$ cat src/usb_frame_map.svh
// register offsets, field positions, reset values and timing counts
// assumes byte addresses on a 7-bit register port, 16-bit registers in word slots
`ifndef USB_FRAME_MAP_SVH
`define USB_FRAME_MAP_SVH
// ****************************************************************
// offsets
// ****************************************************************
`define EP_REG_BASE 7'h00
`define EP_REG_STRIDE 7'h04
`define FRAME_STATUS_OFFSET 7'h48
`define FUNCTION_ADDRESS_OFFSET 7'h4c
`define TABLE_BASE_OFFSET 7'h50
`define CONTROL_OFFSET 7'h40
// ****************************************************************
// field positions
// ****************************************************************
`define EP_RX_FLAG_BIT 15
`define EP_RX_TOGGLE_BIT 14
`define EP_KIND_HI 10
`define EP_KIND_LO 9
`define EP_TX_FLAG_BIT 7
`define EP_NUMBER_HI 3
`define FS_DPLUS_BIT 15
`define FS_DMINUS_BIT 14
`define FS_LOCK_BIT 13
`define FS_LOST_HI 12
`define FS_LOST_LO 11
`define FS_FRAME_HI 10
`define FA_ENABLE_BIT 7
`define FA_NUMBER_HI 6
`define TB_BASE_LO 3
`define CTL_FORCE_RESET_BIT 0
`define CTL_IRQ_MASK_BIT 1
// ****************************************************************
// reset values and timing
// ****************************************************************
`define WORD_RESET 16'h0000
`define CLOCK_PERIOD_NS 40
`define FRAME_PERIOD_NS 1000000
`define FRAME_CYCLES (`FRAME_PERIOD_NS / `CLOCK_PERIOD_NS)
`define MISSED_FOR_SUSPEND 2'h3
`endif

$ cat src/usb_frame_pkg.sv
// types shared by the frame, address and endpoint register block
// assumes the constants header is included where numbers are needed
package usb_frame_pkg;
    typedef logic [15:0] word_type;        // one register word
    typedef logic [6:0] reg_addr_type;     // register port byte address
    typedef enum logic [1:0] {
        kind_bulk,
        kind_control,
        kind_iso,
        kind_interrupt
    } ep_kind_type;                        // endpoint transfer kind
endpackage : usb_frame_pkg

$ cat src/usb_frame_regs.sv
// frame tracking, function address, table base and endpoint rx control
// assumes a protocol engine on the same clock drives token and event pulses
`timescale 1ns/1ps
`default_nettype none
`include "usb_frame_map.svh"
module usb_frame_regs #(
    parameter int num_endpoints = 8,                  // endpoint registers
    parameter int frame_cycles = `FRAME_CYCLES        // cycles per frame
) (
    input wire logic clock,
    input wire logic srst,
    input wire usb_frame_pkg::reg_addr_type reg_addr,
    input wire usb_frame_pkg::word_type reg_wdata,
    input wire logic reg_write,
    input wire logic reg_read,
    output usb_frame_pkg::word_type reg_rdata,
    input wire logic dplus_pin,
    input wire logic dminus_pin,
    input wire logic sof_received,
    input wire logic [10:0] sof_frame,
    input wire logic bus_reset_event,
    input wire logic resume_done,
    input wire logic bus_traffic,
    input wire logic token_valid,
    input wire logic [6:0] token_addr,
    input wire logic [3:0] token_endp,
    input wire logic setup_seen,
    input wire logic rx_ack,
    input wire logic rx_end,
    input wire logic tx_done,
    output logic txn_accept,
    output logic [2:0] txn_ep_index,
    output logic table_fetch_req,
    output logic [15:0] table_fetch_addr,
    output logic missed_frame_event,
    output logic suspend_request_event,
    output logic ep_irq,
    output logic complete_irq
);
    import usb_frame_pkg::*;

    // ****************************************************************
    // elaboration checks
    // ****************************************************************
    if (num_endpoints < 1 || num_endpoints > 8) begin : g_bad_count
        $error("endpoint count must be 1 to 8");
    end
    if (frame_cycles < 4 || frame_cycles > 65535) begin : g_bad_frame
        $error("frame cycle count out of range");
    end

    localparam logic [15:0] frame_limit = 16'(frame_cycles - 1);

    // ****************************************************************
    // state
    // ****************************************************************
    logic [10:0] frame_count_field;          // last frame number
    logic frame_timer_locked;                // two frames in a row seen
    logic [1:0] missed_start_count;          // lost frames in a row
    logic [1:0] good_frames;                 // frames since reset/resume
    logic [1:0] idle_missed;                 // misses with no traffic
    logic [15:0] frame_timer;                // cycles since last frame
    logic [1:0] dplus_sync;                  // line synchroniser
    logic [1:0] dminus_sync;                 // line synchroniser
    logic function_enable;                   // transactions allowed
    logic [6:0] device_number_field;         // assigned device address
    logic [12:0] buffer_table_base;          // table base, bits 15:3
    logic force_bus_reset;                   // software reset request
    logic complete_irq_mask;                 // generic condition gate
    logic [2:0] current_ep;                  // endpoint of open transaction
    logic ep_rx_flag [num_endpoints];        // reception completed
    logic ep_rx_toggle [num_endpoints];      // expected data pid
    logic ep_tx_flag [num_endpoints];        // transmission completed
    ep_kind_type ep_kind [num_endpoints];    // transfer kind
    logic [3:0] ep_number [num_endpoints];   // endpoint number field

    logic any_reset;                         // bus or forced reset
    logic ep_hit;                            // write/read hits an endpoint
    logic [2:0] ep_sel;                      // endpoint selected by address
    logic match_found;                       // token matched an endpoint
    logic [2:0] match_index;                 // lowest matching endpoint

    // ****************************************************************
    // decoding helpers
    // ****************************************************************
    // whether the address is a valid endpoint slot
    function automatic logic ep_addr_ok(input logic [6:0] addr);
        logic [6:0] idx;
        idx = addr >> 2;
        return (addr[1:0] == 2'h0) && (idx < 7'(num_endpoints));
    endfunction : ep_addr_ok

    // is the token for this endpoint slot
    function automatic logic ep_matches(input int i, input logic [3:0] endp);
        return ep_number[i] == endp;
    endfunction : ep_matches

    assign any_reset = bus_reset_event | force_bus_reset;
    assign ep_hit = ep_addr_ok(reg_addr);
    assign ep_sel = reg_addr[4:2];

    // lowest slot wins when numbers repeat
    always_comb begin
        match_found = 1'b0;
        match_index = 3'h0;
        for (int i = num_endpoints - 1; i >= 0; i--) begin
            if (ep_matches(i, token_endp)) begin
                match_found = 1'b1;
                match_index = 3'(i);
            end
        end
    end

    // ****************************************************************
    // line level synchronisers
    // ****************************************************************
    always_ff @(posedge clock) begin
        if (srst) begin
            dplus_sync <= 2'h0;
            dminus_sync <= 2'h0;
        end else begin
            dplus_sync <= {dplus_sync[0], dplus_pin};
            dminus_sync <= {dminus_sync[0], dminus_pin};
        end
    end

    // ****************************************************************
    // frame tracking
    // ****************************************************************
    // frame number capture
    always_ff @(posedge clock) begin
        if (srst) begin
            frame_count_field <= 11'h000;
        end else if (sof_received) begin
            frame_count_field <= sof_frame;
        end
    end

    // frame timer and missed frame pulse
    always_ff @(posedge clock) begin
        if (srst) begin
            frame_timer <= 16'h0000;
            missed_frame_event <= 1'b0;
        end else begin
            missed_frame_event <= 1'b0;
            if (sof_received || bus_reset_event) begin
                frame_timer <= 16'h0000;
            end else if (frame_timer == frame_limit) begin
                frame_timer <= 16'h0000;
                missed_frame_event <= 1'b1;
            end else begin
                frame_timer <= frame_timer + 16'h0001;
            end
        end
    end

    // lost count, saturating
    always_ff @(posedge clock) begin
        if (srst) begin
            missed_start_count <= 2'h0;
        end else if (sof_received) begin
            missed_start_count <= 2'h0;
        end else if (missed_frame_event && missed_start_count != 2'h3) begin
            missed_start_count <= missed_start_count + 2'h1;
        end
    end

    // lock after two frames in a row
    always_ff @(posedge clock) begin
        if (srst) begin
            good_frames <= 2'h0;
            frame_timer_locked <= 1'b0;
        end else if (bus_reset_event || suspend_request_event) begin
            good_frames <= 2'h0;
            frame_timer_locked <= 1'b0;
        end else if (resume_done || missed_frame_event) begin
            good_frames <= 2'h0;
        end else if (sof_received && good_frames != 2'h2) begin
            good_frames <= good_frames + 2'h1;
            if (good_frames == 2'h1) begin
                frame_timer_locked <= 1'b1;
            end
        end
    end

    // suspend after three idle misses
    always_ff @(posedge clock) begin
        if (srst) begin
            idle_missed <= 2'h0;
            suspend_request_event <= 1'b0;
        end else begin
            suspend_request_event <= 1'b0;
            if (bus_traffic || sof_received) begin
                idle_missed <= 2'h0;
            end else if (missed_frame_event) begin
                if (idle_missed == `MISSED_FOR_SUSPEND - 2'h1) begin
                    idle_missed <= 2'h0;
                    suspend_request_event <= 1'b1;
                end else begin
                    idle_missed <= idle_missed + 2'h1;
                end
            end
        end
    end

    // ****************************************************************
    // function address, table base, control
    // ****************************************************************
    always_ff @(posedge clock) begin
        if (srst || any_reset) begin
            function_enable <= 1'b0;
            device_number_field <= 7'h00;
        end else if (reg_write && reg_addr == `FUNCTION_ADDRESS_OFFSET) begin
            function_enable <= reg_wdata[`FA_ENABLE_BIT];
            device_number_field <= reg_wdata[`FA_NUMBER_HI:0];
        end
    end

    // table base keeps only bits 15:3
    always_ff @(posedge clock) begin
        if (srst) begin
            buffer_table_base <= 13'h0000;
        end else if (reg_write && reg_addr == `TABLE_BASE_OFFSET) begin
            buffer_table_base <= reg_wdata[15:`TB_BASE_LO];
        end
    end

    // software reset and mask bits
    always_ff @(posedge clock) begin
        if (srst) begin
            force_bus_reset <= 1'b0;
            complete_irq_mask <= 1'b0;
        end else if (reg_write && reg_addr == `CONTROL_OFFSET) begin
            force_bus_reset <= reg_wdata[`CTL_FORCE_RESET_BIT];
            complete_irq_mask <= reg_wdata[`CTL_IRQ_MASK_BIT];
        end
    end

    // ****************************************************************
    // token matching and table fetch
    // ****************************************************************
    always_ff @(posedge clock) begin
        if (srst) begin
            txn_accept <= 1'b0;
            table_fetch_req <= 1'b0;
            txn_ep_index <= 3'h0;
            table_fetch_addr <= 16'h0000;
            current_ep <= 3'h0;
        end else begin
            txn_accept <= 1'b0;
            table_fetch_req <= 1'b0;
            if (token_valid && function_enable && !any_reset
                && token_addr == device_number_field && match_found) begin
                txn_accept <= 1'b1;
                table_fetch_req <= 1'b1;
                txn_ep_index <= match_index;
                current_ep <= match_index;
                table_fetch_addr <= {buffer_table_base, 3'h0} + {10'h000, match_index, 3'h0};
            end
        end
    end

    // ****************************************************************
    // endpoint registers
    // ****************************************************************
    for (genvar i = 0; i < num_endpoints; i++) begin : g_ep
        logic wr_hit;     // software write to this slot
        logic here;       // event targets this slot
        assign wr_hit = reg_write && ep_hit && ep_sel == 3'(i);
        assign here = current_ep == 3'(i);

        // completion flags: hardware set wins over software clear
        always_ff @(posedge clock) begin
            if (srst) begin
                ep_rx_flag[i] <= 1'b0;
                ep_tx_flag[i] <= 1'b0;
            end else begin
                ep_rx_flag[i] <= (here && rx_ack)
                    | (ep_rx_flag[i] & ~(wr_hit && !reg_wdata[`EP_RX_FLAG_BIT]));
                ep_tx_flag[i] <= (here && tx_done)
                    | (ep_tx_flag[i] & ~(wr_hit && !reg_wdata[`EP_TX_FLAG_BIT]));
            end
        end

        // reception toggle
        always_ff @(posedge clock) begin
            if (srst || any_reset) begin
                ep_rx_toggle[i] <= 1'b0;
            end else begin
                if (here && setup_seen && ep_kind[i] == kind_control) begin
                    ep_rx_toggle[i] <= wr_hit && reg_wdata[`EP_RX_TOGGLE_BIT];
                end else begin
                    ep_rx_toggle[i] <= ep_rx_toggle[i]
                        ^ (wr_hit && reg_wdata[`EP_RX_TOGGLE_BIT])
                        ^ (here && rx_ack && ep_kind[i] != kind_iso)
                        ^ (here && rx_end && ep_kind[i] == kind_iso);
                end
            end
        end

        // kind and endpoint number
        always_ff @(posedge clock) begin
            if (srst || any_reset) begin
                ep_kind[i] <= kind_bulk;
                ep_number[i] <= 4'h0;
            end else if (wr_hit) begin
                ep_kind[i] <= ep_kind_type'(reg_wdata[`EP_KIND_HI:`EP_KIND_LO]);
                ep_number[i] <= reg_wdata[`EP_NUMBER_HI:0];
            end
        end
    end

    // ****************************************************************
    // interrupt conditions
    // ****************************************************************
    always_ff @(posedge clock) begin
        if (srst) begin
            ep_irq <= 1'b0;
            complete_irq <= 1'b0;
        end else begin
            ep_irq <= 1'b0;
            for (int i = 0; i < num_endpoints; i++) begin
                if (ep_rx_flag[i] || ep_tx_flag[i]) begin
                    ep_irq <= 1'b1;
                end
            end
            complete_irq <= 1'b0;
            for (int i = 0; i < num_endpoints; i++) begin
                if ((ep_rx_flag[i] || ep_tx_flag[i]) && complete_irq_mask) begin
                    complete_irq <= 1'b1;
                end
            end
        end
    end

    // ****************************************************************
    // read port, data one cycle after the strobe
    // ****************************************************************
    always_ff @(posedge clock) begin
        if (srst) begin
            reg_rdata <= `WORD_RESET;
        end else if (reg_read) begin
            reg_rdata <= `WORD_RESET;
            if (ep_hit) begin
                reg_rdata[`EP_RX_FLAG_BIT] <= ep_rx_flag[ep_sel];
                reg_rdata[`EP_RX_TOGGLE_BIT] <= ep_rx_toggle[ep_sel];
                reg_rdata[`EP_KIND_HI:`EP_KIND_LO] <= ep_kind[ep_sel];
                reg_rdata[`EP_TX_FLAG_BIT] <= ep_tx_flag[ep_sel];
                reg_rdata[`EP_NUMBER_HI:0] <= ep_number[ep_sel];
            end else if (reg_addr == `FRAME_STATUS_OFFSET) begin
                reg_rdata <= {dplus_sync[1], dminus_sync[1], frame_timer_locked,
                    missed_start_count, frame_count_field};
            end else if (reg_addr == `FUNCTION_ADDRESS_OFFSET) begin
                reg_rdata <= {8'h00, function_enable, device_number_field};
            end else if (reg_addr == `TABLE_BASE_OFFSET) begin
                reg_rdata <= {buffer_table_base, 3'h0};
            end else if (reg_addr == `CONTROL_OFFSET) begin
                reg_rdata <= {14'h0000, complete_irq_mask, force_bus_reset};
            end
        end else begin
            reg_rdata <= `WORD_RESET;
        end
    end
endmodule : usb_frame_regs
`default_nettype wire

$ cat config.mk
export PLATFORM = sky130hd
export DESIGN_NAME = usb_frame_regs
export DESIGN_NICKNAME = d
export VERILOG_FILES = /design/src/usb_frame_pkg.sv /design/src/usb_frame_regs.sv
export VERILOG_INCLUDE_DIRS = /design/src
export SDC_FILE = /design/constraint.sdc
export NUM_CORES = 1
export LEC_CHECK = 0
export BUFFER_PORTS_ARGS = -buffer_cell sky130_fd_sc_hd__buf_4
export CORE_ASPECT_RATIO = 0.6
export CORE_MARGIN = 1
export CORE_UTILIZATION = 45
export CTS_CLUSTER_SIZE = 14
export DETAILED_ROUTE_END_ITERATION = 7
export PLACE_DENSITY = 0.67
export SYNTH_ARGS = -nofsm -noshare
export SYNTH_HDL_FRONTEND = slang
export SYNTH_SLANG_ARGS = --single-unit
$ cat constraint.sdc
create_clock -name clock -period 2.7 [get_ports clock]
set_input_delay 0.135 -clock clock [delete_from_list [all_inputs] [get_ports clock]]
set_output_delay 0.135 -clock clock [all_outputs]
set_load 0.02 [all_outputs]
==> qor.txt <==
Synth top area cells: dfxtp_1, edfxtp_1, mux2i_1, mux4_2, nor2_1
Worst Skew: 0.01079 ns
Maximum vdd drop: 480.5 uV
DIE AREA: 19400 um2
Fin area: 10570 um2
Highest Clock Rate: 346.7 MHz
Ys Warns: 0
# IOs: 101
Fin. Hold Viols: 0
DRC: 18
First-pass GRT wire length: 36.20 mm
Crit Path Max Fanout: 3
WP data arrival: 3.18 ns
IO buf count: 97
Sequential area share after synthesis: 46.78%
CP Capture Point: table_fetch_addr[12]$_SDFFE_PP0P_
Xor/xnor share of the synthesized area: 7.649%
R2R Path End: table_fetch_addr[12]$_SDFFE_PP0P_
Mean Syn Cell Area: 9.945 um2
CTS tree: yes
DRT iter0 DRCs: 750
Synth Area in Compound Gates: 9.037%
Nets: 1054
Inst Count DP: 1180
Total iterations of the first detailed-routing run: 7
WS Path Type: flop to flop
Post-layout util: 57.88%
Failing checks: DRC, setup timing
Vias in the first global route: 6385
# diodes: 0
Yosys top cell by area: dfxtp_1
Post-Syn Area: 8473 um2
Yosys reg bits: 170
Main combinational cell family by area after synthesis: simple AND/OR/NAND/NOR gates
Synth Area in Adders: 1.270%
Layout cells sized above 1: 22.34%
Leak Pwr: 4.054 nW
Yosys cell types: 60
Crit Reg-Reg Startpoint: ep_number[5][0]$_SDFFCE_PN0P_
Row Count: 38
Non-Filler Instances: 1238
Total grt overflow: 0
Total clock sinks: 170
Wire per inst: 19.11 um
Hold Path Class: primary input to flop
Fin. max-slew vios: 0
DP Area: 9573 um2
Async SR Flop Fraction: 0%
CP Launch Point: ep_number[5][0]$_SDFFCE_PN0P_
Placeable Area: 18260 um2
Starting Density: 46.41%
Worst Tran Pin Value: 0.7458 ns
HPWL after detailed placement: 16.56 mm
# setup viols final: 10
Routability cong.: 0.8794
RSZ-0062 raised after global routing: yes
Post-synth top area share: 26.93%
Min setup slack post-route: -0.1846 ns
Max_cap viols: 0
Root Buffer: clkbuf_16
Startpoint Class: flop
Worst r2r path cells: 13
Most frequent cell after synthesis: dfxtp_1
FF-to-FF setup slack: -0.18 ns
Setup crit end kind: flop
Crit path required time: 3.00 ns
Setup TNS: -1.336 ns
Top FF cell, synth: dfxtp_1
Largest net degree at the start of global routing: 37
Longest Clk Path Bufs: 2
Mux share of post-synthesis cell area: 10.47%
Post-synth EDFFs: 56
Final wirelength: 23.66 mm
H-tree lvl count: 4
Multi-input gate area: 4387 um2
Overall routing resource usage: 24.91%
Die W: 179.2 um
P per Cell Area: 561.4 nW/um2
Via/cell ratio: 5.545
Worst Setup Slack post-DPL: -0.3096 ns
Clk Latency, worst-skew pair: 0.42 ns
Number of fill cells: 1586
Synth top cells by count: dfxtp_1, nor2_1, nand2_1
Clock transition at path regs: 0.07 ns
Relative slew margins: 50.28%
DR vias: 6865
Final Critical Period: 2.885 ns
Die H: 108.3 um
Mapped Cells: 852
CTS Buf Count: 17
Status: finished with violations
Simple-Gate Fraction of Synth Area: 21.28%
Post-route ant nets: 0
Register area: 3964 um2
Final period utilization: 106.8%
Initial antenna violation count: 0
Layout area overhead: 24.72%
logic make-up (layout without fill, tap and decap cells):
kind of cell,after synthesis,in the layout
simple gates,356,356
flops,170,170
compound gates,115,115
xor+xnor,74,74
mux,66,66
buf+inv,61,198
fa+ha+maj,8,8
other cells,2,11
final cells by class:
type,count,area share (%)
multi-input combinational,630,41.51
sequential,170,37.51
timing repair buffer,155,11.80
clock buffer,19,4.499
tap,240,2.842
clock inverter,12,1.409
inverter,12,0.4262
state kept, by name, summed over array words and instances (netlist names), 2 cells and up:
register	cells
ep_number	32
ep_kind	16
frame_timer	16
reg_rdata	16
buffer_table_base	13
table_fetch_addr	13
frame_count_field	11
ep_rx_flag	8
ep_rx_toggle	8
ep_tx_flag	8
device_number_field	7
current_ep	3
dminus_sync	2
dplus_sync	2
good_frames	2
idle_missed	2
missed_start_count	2
metrics by stage:
step	total power [mW]	hold slack, ns
6_report	5.932	0.02810
5_1_grt	6.110	0.02752
4_1_cts	5.947	0.005857
3_5_place_dp	3.339	0.3269
3_3_place_gp	3.335	0.3316
2_1_floorplan	3.110	0.2124
critical path, cell delays in order, from the launching register on:
cell,delay [ns]
edfxtp_1,0.42
xor2_1,0.17
nor4_1,0.28
buf_4,0.17
buf_6,0.09
a211oi_2,0.04
o311a_1,0.42
ha_1,0.30
a21o_1,0.18
a21oi_2,0.24
nor2_4,0.08
nand3_1,0.11
xor2_1,0.19
a211oi_2,0.08
layout by cell type, fill, tap and decap left out, drive strengths merged, types with 7 or more instances in the layout:
| cell | n |
|---|---|
| nor2b | 15 |
| clkbuf | 19 |
| buf | 133 |
| a211oi | 14 |
| nand2 | 72 |
| edfxtp | 56 |
| nor4 | 11 |
| mux2i | 47 |
| nor2 | 103 |
| o21ai | 25 |
| o22ai | 12 |
| and2 | 50 |
| nand4 | 15 |
| nor3 | 11 |
| nand3 | 36 |
| a21oi | 38 |
| dfxtp | 114 |
| dlygate4sd3 | 22 |
| ha | 7 |
| a22oi | 8 |
| conb | 11 |
| xor2 | 30 |
| inv | 19 |
| mux4 | 18 |
| xnor2 | 44 |
where the power goes:
group          total (mW)  switching [mW]  internal (mW)  leakage, nW
clock                2.59            1.09           1.50        0.305
combinational       0.583           0.305          0.278         2.22
sequential           2.76          0.0587           2.70         1.53
total                5.93            1.45           4.48         4.05
what timing repair did:
item                                   CTS  global route
endpoints found under the hold margin   27             0
pin swaps                               14            19
setup endpoints to repair               10            10
buffers inserted                         4             2
hold buffers                            22             0
resized for setup                        7            17
how the worst min path moves through the flow:
stage	slack (ns)	end	from	cells after the start
6_report	0.03	good_frames[0]$_SDFFE_PP0P_	resume_done	3
5_1_grt	0.03	ep_tx_flag[6]$_SDFF_PP0_	tx_done	3
4_1_cts	0.006	good_frames[0]$_SDFFE_PP0P_	resume_done	3
3_5_place_dp	0.33	suspend_request_event$_SDFF_PP0_	bus_traffic	2
3_3_place_gp	0.33	suspend_request_event$_SDFF_PP0_	bus_traffic	2
2_1_floorplan	0.21	suspend_request_event$_SDFF_PP0_	bus_traffic	1
layer usage:
| metal | global-route usage, % | vias to the layer above | part of all wire, % |
|---|---|---|---|
| met5 | 0 | - | 0 |
| met1 | 39.19 | 3222 | 49 |
| met3 | 5.239 | 20 | 9.2 |
| met2 | 34.39 | 338 | 41 |
| met4 | 5.282 | 0 | 0.83 |
| li1 | - | 3285 | - |
Power figures use the tool's default switching activity.
